`src/design/phy_access_pkg.sv`:
```
package phy_access_pkg;

  // Register bus geometry
  localparam int ADDR_W = 12;
  localparam int DATA_W = 32;

  // Register byte addresses
  localparam logic [ADDR_W-1:0] OFS_CONTROL = 12'h0EC;
  localparam logic [ADDR_W-1:0] OFS_IRQ_STATUS = 12'h1F0;
  localparam logic [ADDR_W-1:0] OFS_IRQ_CLEAR = 12'h1F4;
  localparam logic [ADDR_W-1:0] OFS_IRQ_ENABLE = 12'h1F8;

  // Control register field positions
  localparam int BIT_DONE = 31;
  localparam int RSVD_HI_MSB = 30;
  localparam int RSVD_HI_LSB = 28;
  localparam int RX_ADDR_MSB = 27;
  localparam int RX_ADDR_LSB = 24;
  localparam int RX_VALUE_MSB = 23;
  localparam int RX_VALUE_LSB = 16;
  localparam int BIT_READ_REQ = 15;
  localparam int BIT_WRITE_REQ = 14;
  localparam int RSVD_LO_MSB = 13;
  localparam int RSVD_LO_LSB = 12;
  localparam int TGT_ADDR_MSB = 11;
  localparam int TGT_ADDR_LSB = 8;
  localparam int WR_VALUE_MSB = 7;
  localparam int WR_VALUE_LSB = 0;

  // Field widths
  localparam int REG_ADDR_W = 4;
  localparam int REG_VALUE_W = 8;

  // Reset values
  localparam logic [REG_ADDR_W-1:0] TGT_ADDR_RST = 4'h0;
  localparam logic [REG_VALUE_W-1:0] WR_VALUE_RST = 8'h00;
  localparam logic [DATA_W-1:0] READ_IDLE = 32'h0000_0000;

  // Interrupt status layout
  localparam int IRQ_W = 2;
  localparam int IRQ_XFER_DONE = 0;
  localparam int IRQ_REQ_SENT = 1;
  localparam logic [IRQ_W-1:0] IRQ_RST = 2'h0;

  typedef enum logic {
    REQ_IDLE,
    REQ_SEND
  } req_state_e;

endpackage

```
`src/design/phy_register_access.sv`:
```
// Chosen here: strobed register access.
`timescale 1ns/100ps
`default_nettype none

// Contract
// - Done flag clears when software sets the read or write request bit.
// - Done flag sets when a register transfer arrives from the PHY.
// - Control bits 30 to 28 read as zero.
// - Bits 27 to 24 hold address of the latest PHY register transfer.
// - Bits 23 to 16 hold register contents returned by the PHY.
// - Software sets bit 15 to read; hardware clears it once request sent.
// - Software sets bit 14 to write; hardware clears it once request sent.
// - Control bits 13 and 12 read as zero.
// - Bits 11 to 8 select the PHY register, read/write, reset zero.
// - Bits 7 to 0 hold the write value, reset zero, unused on reads.
module phy_register_access (
  input wire logic CLK,
  input wire logic RSTN,
  input wire logic [phy_access_pkg::ADDR_W-1:0] ADDR,
  input wire logic [phy_access_pkg::DATA_W-1:0] WDATA,
  input wire logic WR,
  input wire logic RD,
  output logic [phy_access_pkg::DATA_W-1:0] RDATA,
  output logic PHY_REQ_VALID,
  output logic PHY_REQ_WRITE,
  output logic [phy_access_pkg::REG_ADDR_W-1:0] PHY_REQ_ADDR,
  output logic [phy_access_pkg::REG_VALUE_W-1:0] PHY_REQ_DATA,
  input wire logic PHY_REQ_READY,
  input wire logic PHY_XFER_VALID,
  input wire logic [phy_access_pkg::REG_ADDR_W-1:0] PHY_XFER_ADDR,
  input wire logic [phy_access_pkg::REG_VALUE_W-1:0] PHY_XFER_DATA,
  output logic IRQ
);
  import phy_access_pkg::*;

  // Control register state
  logic phy_xfer_done_flag_reg;
  logic phy_xfer_done_flag_next;
  logic [REG_ADDR_W-1:0] received_reg_addr_reg;
  logic [REG_VALUE_W-1:0] received_reg_value_reg;
  logic read_request_bit_reg;
  logic read_request_bit_next;
  logic write_request_bit_reg;
  logic write_request_bit_next;
  logic [REG_ADDR_W-1:0] target_reg_addr_reg;
  logic [REG_ADDR_W-1:0] target_reg_addr_next;
  logic [REG_VALUE_W-1:0] write_value_reg;
  logic [REG_VALUE_W-1:0] write_value_next;

  // Request sequencer state
  req_state_e state_reg;
  req_state_e state_next;
  logic req_valid_reg;
  logic req_write_reg;
  logic [REG_ADDR_W-1:0] req_addr_reg;
  logic [REG_VALUE_W-1:0] req_data_reg;

  // Interrupt state
  logic [IRQ_W-1:0] irq_status_reg;
  logic [IRQ_W-1:0] irq_status_next;
  logic [IRQ_W-1:0] irq_enable_reg;
  logic [IRQ_W-1:0] irq_enable_next;
  logic irq_reg;

  // Read data
  logic [DATA_W-1:0] rdata_reg;
  logic [DATA_W-1:0] rdata_next;

  // Address decode
  wire sel_control = (ADDR == OFS_CONTROL);
  wire sel_status = (ADDR == OFS_IRQ_STATUS);
  wire sel_clear = (ADDR == OFS_IRQ_CLEAR);
  wire sel_enable = (ADDR == OFS_IRQ_ENABLE);
  wire wr_control = WR && sel_control;
  wire wr_clear = WR && sel_clear;
  wire wr_enable = WR && sel_enable;

  // Software request writes
  wire sw_set_read = wr_control && WDATA[BIT_READ_REQ];
  wire sw_set_write = wr_control && WDATA[BIT_WRITE_REQ];
  wire sw_set_any = sw_set_read || sw_set_write;

  // Request handshake events
  wire launch = (state_reg == REQ_IDLE) && (read_request_bit_reg || write_request_bit_reg);
  wire launch_write = !read_request_bit_reg;
  wire accepted = (state_reg == REQ_SEND) && req_valid_reg && PHY_REQ_READY;
  wire sent_read = accepted && !req_write_reg;
  wire sent_write = accepted && req_write_reg;

  // Control register image; reserved bits tie to zero
  wire [DATA_W-1:0] control_image = {
    phy_xfer_done_flag_reg,
    3'b000,
    received_reg_addr_reg,
    received_reg_value_reg,
    read_request_bit_reg,
    write_request_bit_reg,
    2'b00,
    target_reg_addr_reg,
    write_value_reg
  };

  wire [DATA_W-1:0] status_image = {{(DATA_W-IRQ_W){1'b0}}, irq_status_reg};
  wire [DATA_W-1:0] enable_image = {{(DATA_W-IRQ_W){1'b0}}, irq_enable_reg};

  // Read mux; clear register and unmapped addresses read zero
  wire [DATA_W-1:0] read_mux =
    sel_control ? control_image :
    sel_status ? status_image :
    sel_enable ? enable_image :
    READ_IDLE;

  // Interrupt events
  wire [IRQ_W-1:0] irq_events = {accepted, PHY_XFER_VALID};

  // Next-state logic
  always_comb begin
    // Arrival wins over a software clear in the same cycle
    phy_xfer_done_flag_next = phy_xfer_done_flag_reg;
    if (sw_set_any) begin
      phy_xfer_done_flag_next = 1'b0;
    end
    if (PHY_XFER_VALID) begin
      phy_xfer_done_flag_next = 1'b1;
    end

    // A software set in the clearing cycle wins
    read_request_bit_next = read_request_bit_reg;
    if (sent_read) begin
      read_request_bit_next = 1'b0;
    end
    if (sw_set_read) begin
      read_request_bit_next = 1'b1;
    end

    write_request_bit_next = write_request_bit_reg;
    if (sent_write) begin
      write_request_bit_next = 1'b0;
    end
    if (sw_set_write) begin
      write_request_bit_next = 1'b1;
    end

    target_reg_addr_next = target_reg_addr_reg;
    write_value_next = write_value_reg;
    if (wr_control) begin
      target_reg_addr_next = WDATA[TGT_ADDR_MSB:TGT_ADDR_LSB];
      write_value_next = WDATA[WR_VALUE_MSB:WR_VALUE_LSB];
    end

    irq_status_next = irq_status_reg;
    if (wr_clear) begin
      irq_status_next = irq_status_reg & ~WDATA[IRQ_W-1:0];
    end
    irq_status_next = irq_status_next | irq_events;

    irq_enable_next = irq_enable_reg;
    if (wr_enable) begin
      irq_enable_next = WDATA[IRQ_W-1:0];
    end

    rdata_next = RD ? read_mux : READ_IDLE;
  end

  // Sequencer: one request per set bit, held until taken
  always_comb begin
    state_next = state_reg;
    case (state_reg)
      REQ_IDLE: begin
        if (launch) begin
          state_next = REQ_SEND;
        end
      end
      REQ_SEND: begin
        if (accepted) begin
          state_next = REQ_IDLE;
        end
      end
      default: begin
        state_next = REQ_IDLE;
      end
    endcase
  end

  always_ff @(posedge CLK or negedge RSTN) begin
    if (!RSTN) begin
      state_reg <= REQ_IDLE;
      req_valid_reg <= 1'b0;
      req_write_reg <= 1'b0;
      req_addr_reg <= TGT_ADDR_RST;
      req_data_reg <= WR_VALUE_RST;
    end else begin
      state_reg <= state_next;
      if (launch) begin
        // Read takes priority if both bits are ever set
        req_valid_reg <= 1'b1;
        req_write_reg <= launch_write;
        req_addr_reg <= target_reg_addr_reg;
        req_data_reg <= launch_write ? write_value_reg : WR_VALUE_RST;
      end else if (accepted) begin
        req_valid_reg <= 1'b0;
      end
    end
  end

  // Control register
  always_ff @(posedge CLK or negedge RSTN) begin
    if (!RSTN) begin
      phy_xfer_done_flag_reg <= 1'b0;
      read_request_bit_reg <= 1'b0;
      write_request_bit_reg <= 1'b0;
      target_reg_addr_reg <= TGT_ADDR_RST;
      write_value_reg <= WR_VALUE_RST;
    end else begin
      phy_xfer_done_flag_reg <= phy_xfer_done_flag_next;
      read_request_bit_reg <= read_request_bit_next;
      write_request_bit_reg <= write_request_bit_next;
      target_reg_addr_reg <= target_reg_addr_next;
      write_value_reg <= write_value_next;
    end
  end

  // Captured PHY transfer
  always_ff @(posedge CLK or negedge RSTN) begin
    if (!RSTN) begin
      received_reg_addr_reg <= TGT_ADDR_RST;
      received_reg_value_reg <= WR_VALUE_RST;
    end else if (PHY_XFER_VALID) begin
      received_reg_addr_reg <= PHY_XFER_ADDR;
      received_reg_value_reg <= PHY_XFER_DATA;
    end
  end

  // Interrupts and read data
  always_ff @(posedge CLK or negedge RSTN) begin
    if (!RSTN) begin
      irq_status_reg <= IRQ_RST;
      irq_enable_reg <= IRQ_RST;
      irq_reg <= 1'b0;
      rdata_reg <= READ_IDLE;
    end else begin
      irq_status_reg <= irq_status_next;
      irq_enable_reg <= irq_enable_next;
      irq_reg <= |(irq_status_next & irq_enable_next);
      rdata_reg <= rdata_next;
    end
  end

  assign RDATA = rdata_reg;
  assign PHY_REQ_VALID = req_valid_reg;
  assign PHY_REQ_WRITE = req_write_reg;
  assign PHY_REQ_ADDR = req_addr_reg;
  assign PHY_REQ_DATA = req_data_reg;
  assign IRQ = irq_reg;
endmodule

`default_nettype wire

```
`config.mk`:
```
export PLATFORM = sky130hd
export DESIGN_NAME = phy_register_access
export DESIGN_NICKNAME = d
export VERILOG_FILES = /design/src/design/phy_access_pkg.sv /design/src/design/phy_register_access.sv
export SDC_FILE = /design/constraint.sdc
export NUM_CORES = 1
export LEC_CHECK = 0
export BUFFER_PORTS_ARGS = -buffer_cell sky130_fd_sc_hd__buf_2
export CAP_MARGIN = 40
export CELL_PAD_IN_SITES_DETAIL_PLACEMENT = 1
export CELL_PAD_IN_SITES_GLOBAL_PLACEMENT = 2
export CORE_MARGIN = 2
export CORE_UTILIZATION = 25
export CTS_BUF_LIST = sky130_fd_sc_hd__clkbuf_2 sky130_fd_sc_hd__clkbuf_4 sky130_fd_sc_hd__clkbuf_8
export DETAILED_ROUTE_END_ITERATION = 8
export PLACE_DENSITY = 0.67
export SYNTH_ARGS = -nofsm -noshare
export SYNTH_HDL_FRONTEND = slang
export SYNTH_SLANG_ARGS = --single-unit
```
`constraint.sdc`:
```
create_clock -name CLK -period 2.7 [get_ports CLK]
set_input_delay 0.54 -clock CLK [delete_from_list [all_inputs] [get_ports CLK]]
set_output_delay 0.54 -clock CLK [all_outputs]
set_load 0.05 [all_outputs]
```
==> results summary <==
The commonest cells after synthesis are dfrtp_1 (74), and3_1 (26), mux2_2 (20), nand2_1 (14). Setup repair after global routing left no endpoint under its margin. The die boundary height came out at roughly 110 um. Across the routed clock network, the largest skew measured is approximately 10 ps. The antenna diode instance count came out at 0.

Together, buffers and inverters on the worst path number 1. The biggest area contributor in the post-synthesis netlist is dfrtp_1. The slew at the pin with the worst max-slew slack is between 500 and 600 ps.

Sequential cells burn 53.0% of the power. The master of the slowest instance on the critical path is or4b_4. At the worst endpoint, the required time is between 2000 and 3000 ps.

The overall overflow remaining after global route is 0. The number of sinks on the clock net came out at 74. The worst register-to-register path ends at PHY_REQ_ADDR[3]$_DFFE_PN0P_.

Walking the worst path, the cells encountered are buf_2 > or4b_4 > nor4_4 > nand2_2 > mux2_4. The number of max-slew violations in the final report was 0. Per report_power, the combinational group accounts for 8.4% of the total. The setup check on the worst reg-to-reg path leaves a slack of approximately 1100 ps. The share of the yosys chip area belonging to registers is roughly 64%. The top-area cell type share of the netlist area is approximately 64%. The critical path starts at ADDR[9]. The startpoint identified for the worst register-to-register timing path is read_request_bit_reg$_DFFE_PN0P_. The number of nets in the layout came out at 364. The flip-flop count of the largest register after layout is 27. The final worst-path setup slack is roughly 670 ps. The average cell area after synthesis is 13.7 sq um. The clock transition time at the flip-flop clock pins of the worst setup and hold paths came out at 80 ps. IR analysis of the VDD net gives a maximum drop of between 200 and 250 uV. The final weighted congestion of routability-driven global placement is 0.703. The detail-routed via count per cell came out at between 4 and 5. No sink is reached through more buffers than the 2 on the longest clock path. In this run, synthesis inferred 0 flip-flops with an integrated enable. The count of synthesis-stage warnings from yosys came out at 0.

The boundary pin count came out at 109. The post-cts sizing count is 0. The setup path with the least slack is of type in2reg. Setup violations remaining at the end of the flow were counted as 0. The worst-case reg-to-reg path depth is 2. In the synthesized netlist the async set-or-reset flop fraction comes to 100%. In this run the tool buffered the top-level ports with 85 buffer cells.

Detailed routing inserted a total of a little under 2,000 vias. The share of the clock period used by the worst path is between 70% and 80%. The HPWL after detailed placement is 4.85 mm.

The starting utilization of the core area came out at roughly a quarter. From left edge to right edge, the die measures ~110 um. The internal portion of total power is approximately 1.7 mW. The H-tree was split into 3 levels. TritonCTS built the clock tree. Entering global routing, the biggest net connects 39 pins.

The run finished with clean final reports. By instance count, the leading cell after synthesis is dfrtp_1. The maximum fanout count along the critical path is 12. The die outline area is ~12,000 sq um. The area added between synthesis and finish came out at 27.3%. Counting the buffers created by CTS gives 9. The relative slew slack came out at between 60% and 70%. The tightest min-delay check is of the in2async type. The number of hold buffers added after CTS came out at 0.

Row generation in the floorplan step produced 39 rows. The share of total power consumed by net switching came out at 25.0%. The summed instance area of the synthesized netlist came out at just under 3000 sq um. The synthesized netlist contains 33 unique library cells. The reported max-cap violation count came out at 0. The remaining antenna violation count came out at 0. The number of antenna violations at the first check in global routing came out at 0. The arrival time at the worst endpoint came out at roughly 2300 ps. The number of global-route vias before repair was between 2,000 and 2,500. The clock latency reported for the late side of the worst-skew pair is between 300 and 400 ps. The core box area came out at ~11,000 sq um. For this block, the routed nets add up to approximately 7 mm of wire. The ratio of total power to cell area is between 600 and 700 nW/um^2. The final number of hold-violating endpoints is 0.

The cell depth of the worst setup path is 5. The share of post-route cells with drive strength above 1 came out at 46.4%. The final-layout setup total negative slack came out at 0 ps. The analysis attributes to net switching a power of between 0.5 and 0.6 mW. In the post-synthesis netlist, the biggest area contributors are dfrtp_1 (64%), mux2_2 (7.8%), and3_1 (5.6%). After detailed routing, the average wire length per cell comes to between 15 and 20 um. The global-route usage over all layers came out at 11.6%. The detailed-routing iteration count for the pre-antenna-repair pass is 3.

The worst setup path is launched from a primary input. The cell sitting at the root of the clock tree is a clkbuf_8. Counting flops and latches in the post-synthesis netlist gives 74.

The worst setup path is captured at a flop. Subtracting the final worst setup slack from the clock period gives approximately 2000 ps. The global-route wire length before repair came out at around 11 mm. In the synthesized netlist, the number of instances is around 210. The most used flip-flop cell after synthesis is dfrtp_1. Following the worst setup path forward leads to its endpoint at write_value_reg[2]$_DFFE_PN0N_. The portion of total power attributed to the clock network came out at 38.6%. In this run the static leakage power is around 2.0 nW. The remaining design rule violation count came out at 0.

The maximum achievable frequency is slightly below 500 MHz. The kind of cell with the highest combined delay along the critical path is simple AND/OR/NAND/NOR gates. For this block, the initial DRC count from the detailed router was 53. The number of setup buffers added after CTS is 0. The longest individual stage delay on the worst path came out at just under 600 ps. Timing analysis after detailed placement gives a worst setup slack of 286 ps.
==> metal layers <==
metal	track usage, %	wire length (um)	vias to the layer above	part of all wire (%)
li1	-	-	914	-
met1	14.7	3010	983	44
met2	19.0	3350	54	49
met3	3.59	353	11	5.2
met4	3.70	97	0	1.4
met5	0	0	-	0
==> layout make-up <==
cell class	instances	area, sq um
fillers	1281	7690
clock inverters	5	55.1
multi-input cells	127	977
clock buffers	10	138
well taps	143	179
repair buffers	90	478
flip-flops and latches	74	1850
==> logic make-up after synthesis <==
kind of cell | synth area share, %
AOI/OAI and AO/OA | 4.55
other | 0.130
DFF | 64.1
buffers and inverters | 2.73
and+or+nand+nor | 15.5
muxes | 13.0
==> per-stage QoR <==
stage	utilization [%]	cell area [sq um]	cells	hold WS (ps)	power, mW
finish	32.4	3680	449	151	2.21
global route	32.4	3680	449	162	2.32
CTS	32.4	3680	449	147	2.26
detailed placement	30.7	3490	434	461	1.39
global placement	30.5	3470	433	458	1.38
floorplan	-	2900	215	244	1.30
==> cell usage in the layout (no fill, tap or decap), drive strengths merged <==
cell type / synthesis / layout
nor2b: 2 / 2
dfrtp: 74 / 74
o21ai: 10 / 10
or4: 1 / 1
nor4b: 1 / 1
buf: 6 / 90
clkinv: 0 / 2
a32o: 2 / 2
nor3: 3 / 3
or4b: 1 / 1
nand2b: 8 / 8
clkinvlp: 0 / 2
nand3: 4 / 4
o211ai: 1 / 1
nor3b: 1 / 1
nor4: 3 / 3
nor2: 2 / 2
conb: 1 / 5
nand2: 15 / 15
a22o: 2 / 2
a22oi: 2 / 2
or2: 2 / 2
o21bai: 1 / 1
and3: 26 / 26
or3b: 1 / 1
bufinv: 0 / 1
clkbuf: 8 / 10
nand3b: 1 / 1
mux2: 30 / 30
a31oi: 1 / 1
a21o: 1 / 1
and2: 1 / 1
==> power by group through the flow <==
stage	combinational [mW]	clock, mW	sequential [mW]
2_1_floorplan	0.0788	0	1.22
3_3_place_gp	0.184	0	1.19
3_5_place_dp	0.192	0	1.19
4_1_cts	0.193	0.894	1.17
5_1_grt	0.206	0.931	1.18
6_report	0.187	0.852	1.17
==> worst min path at each step <==
| stage | startpoint | endpoint |
|---|---|---|
| 2_1_floorplan | RSTN | IRQ$_DFF_PN0_ |
| 3_3_place_gp | phy_xfer_done_flag_reg$_DFFE_PN0P_ | phy_xfer_done_flag_reg$_DFFE_PN0P_ |
| 3_5_place_dp | phy_xfer_done_flag_reg$_DFFE_PN0P_ | phy_xfer_done_flag_reg$_DFFE_PN0P_ |
| 4_1_cts | RSTN | RDATA[8]$_DFF_PN0_ |
| 5_1_grt | RSTN | RDATA[8]$_DFF_PN0_ |
| 6_report | RSTN | RDATA[8]$_DFF_PN0_ |
Power figures use the tool's default switching activity.
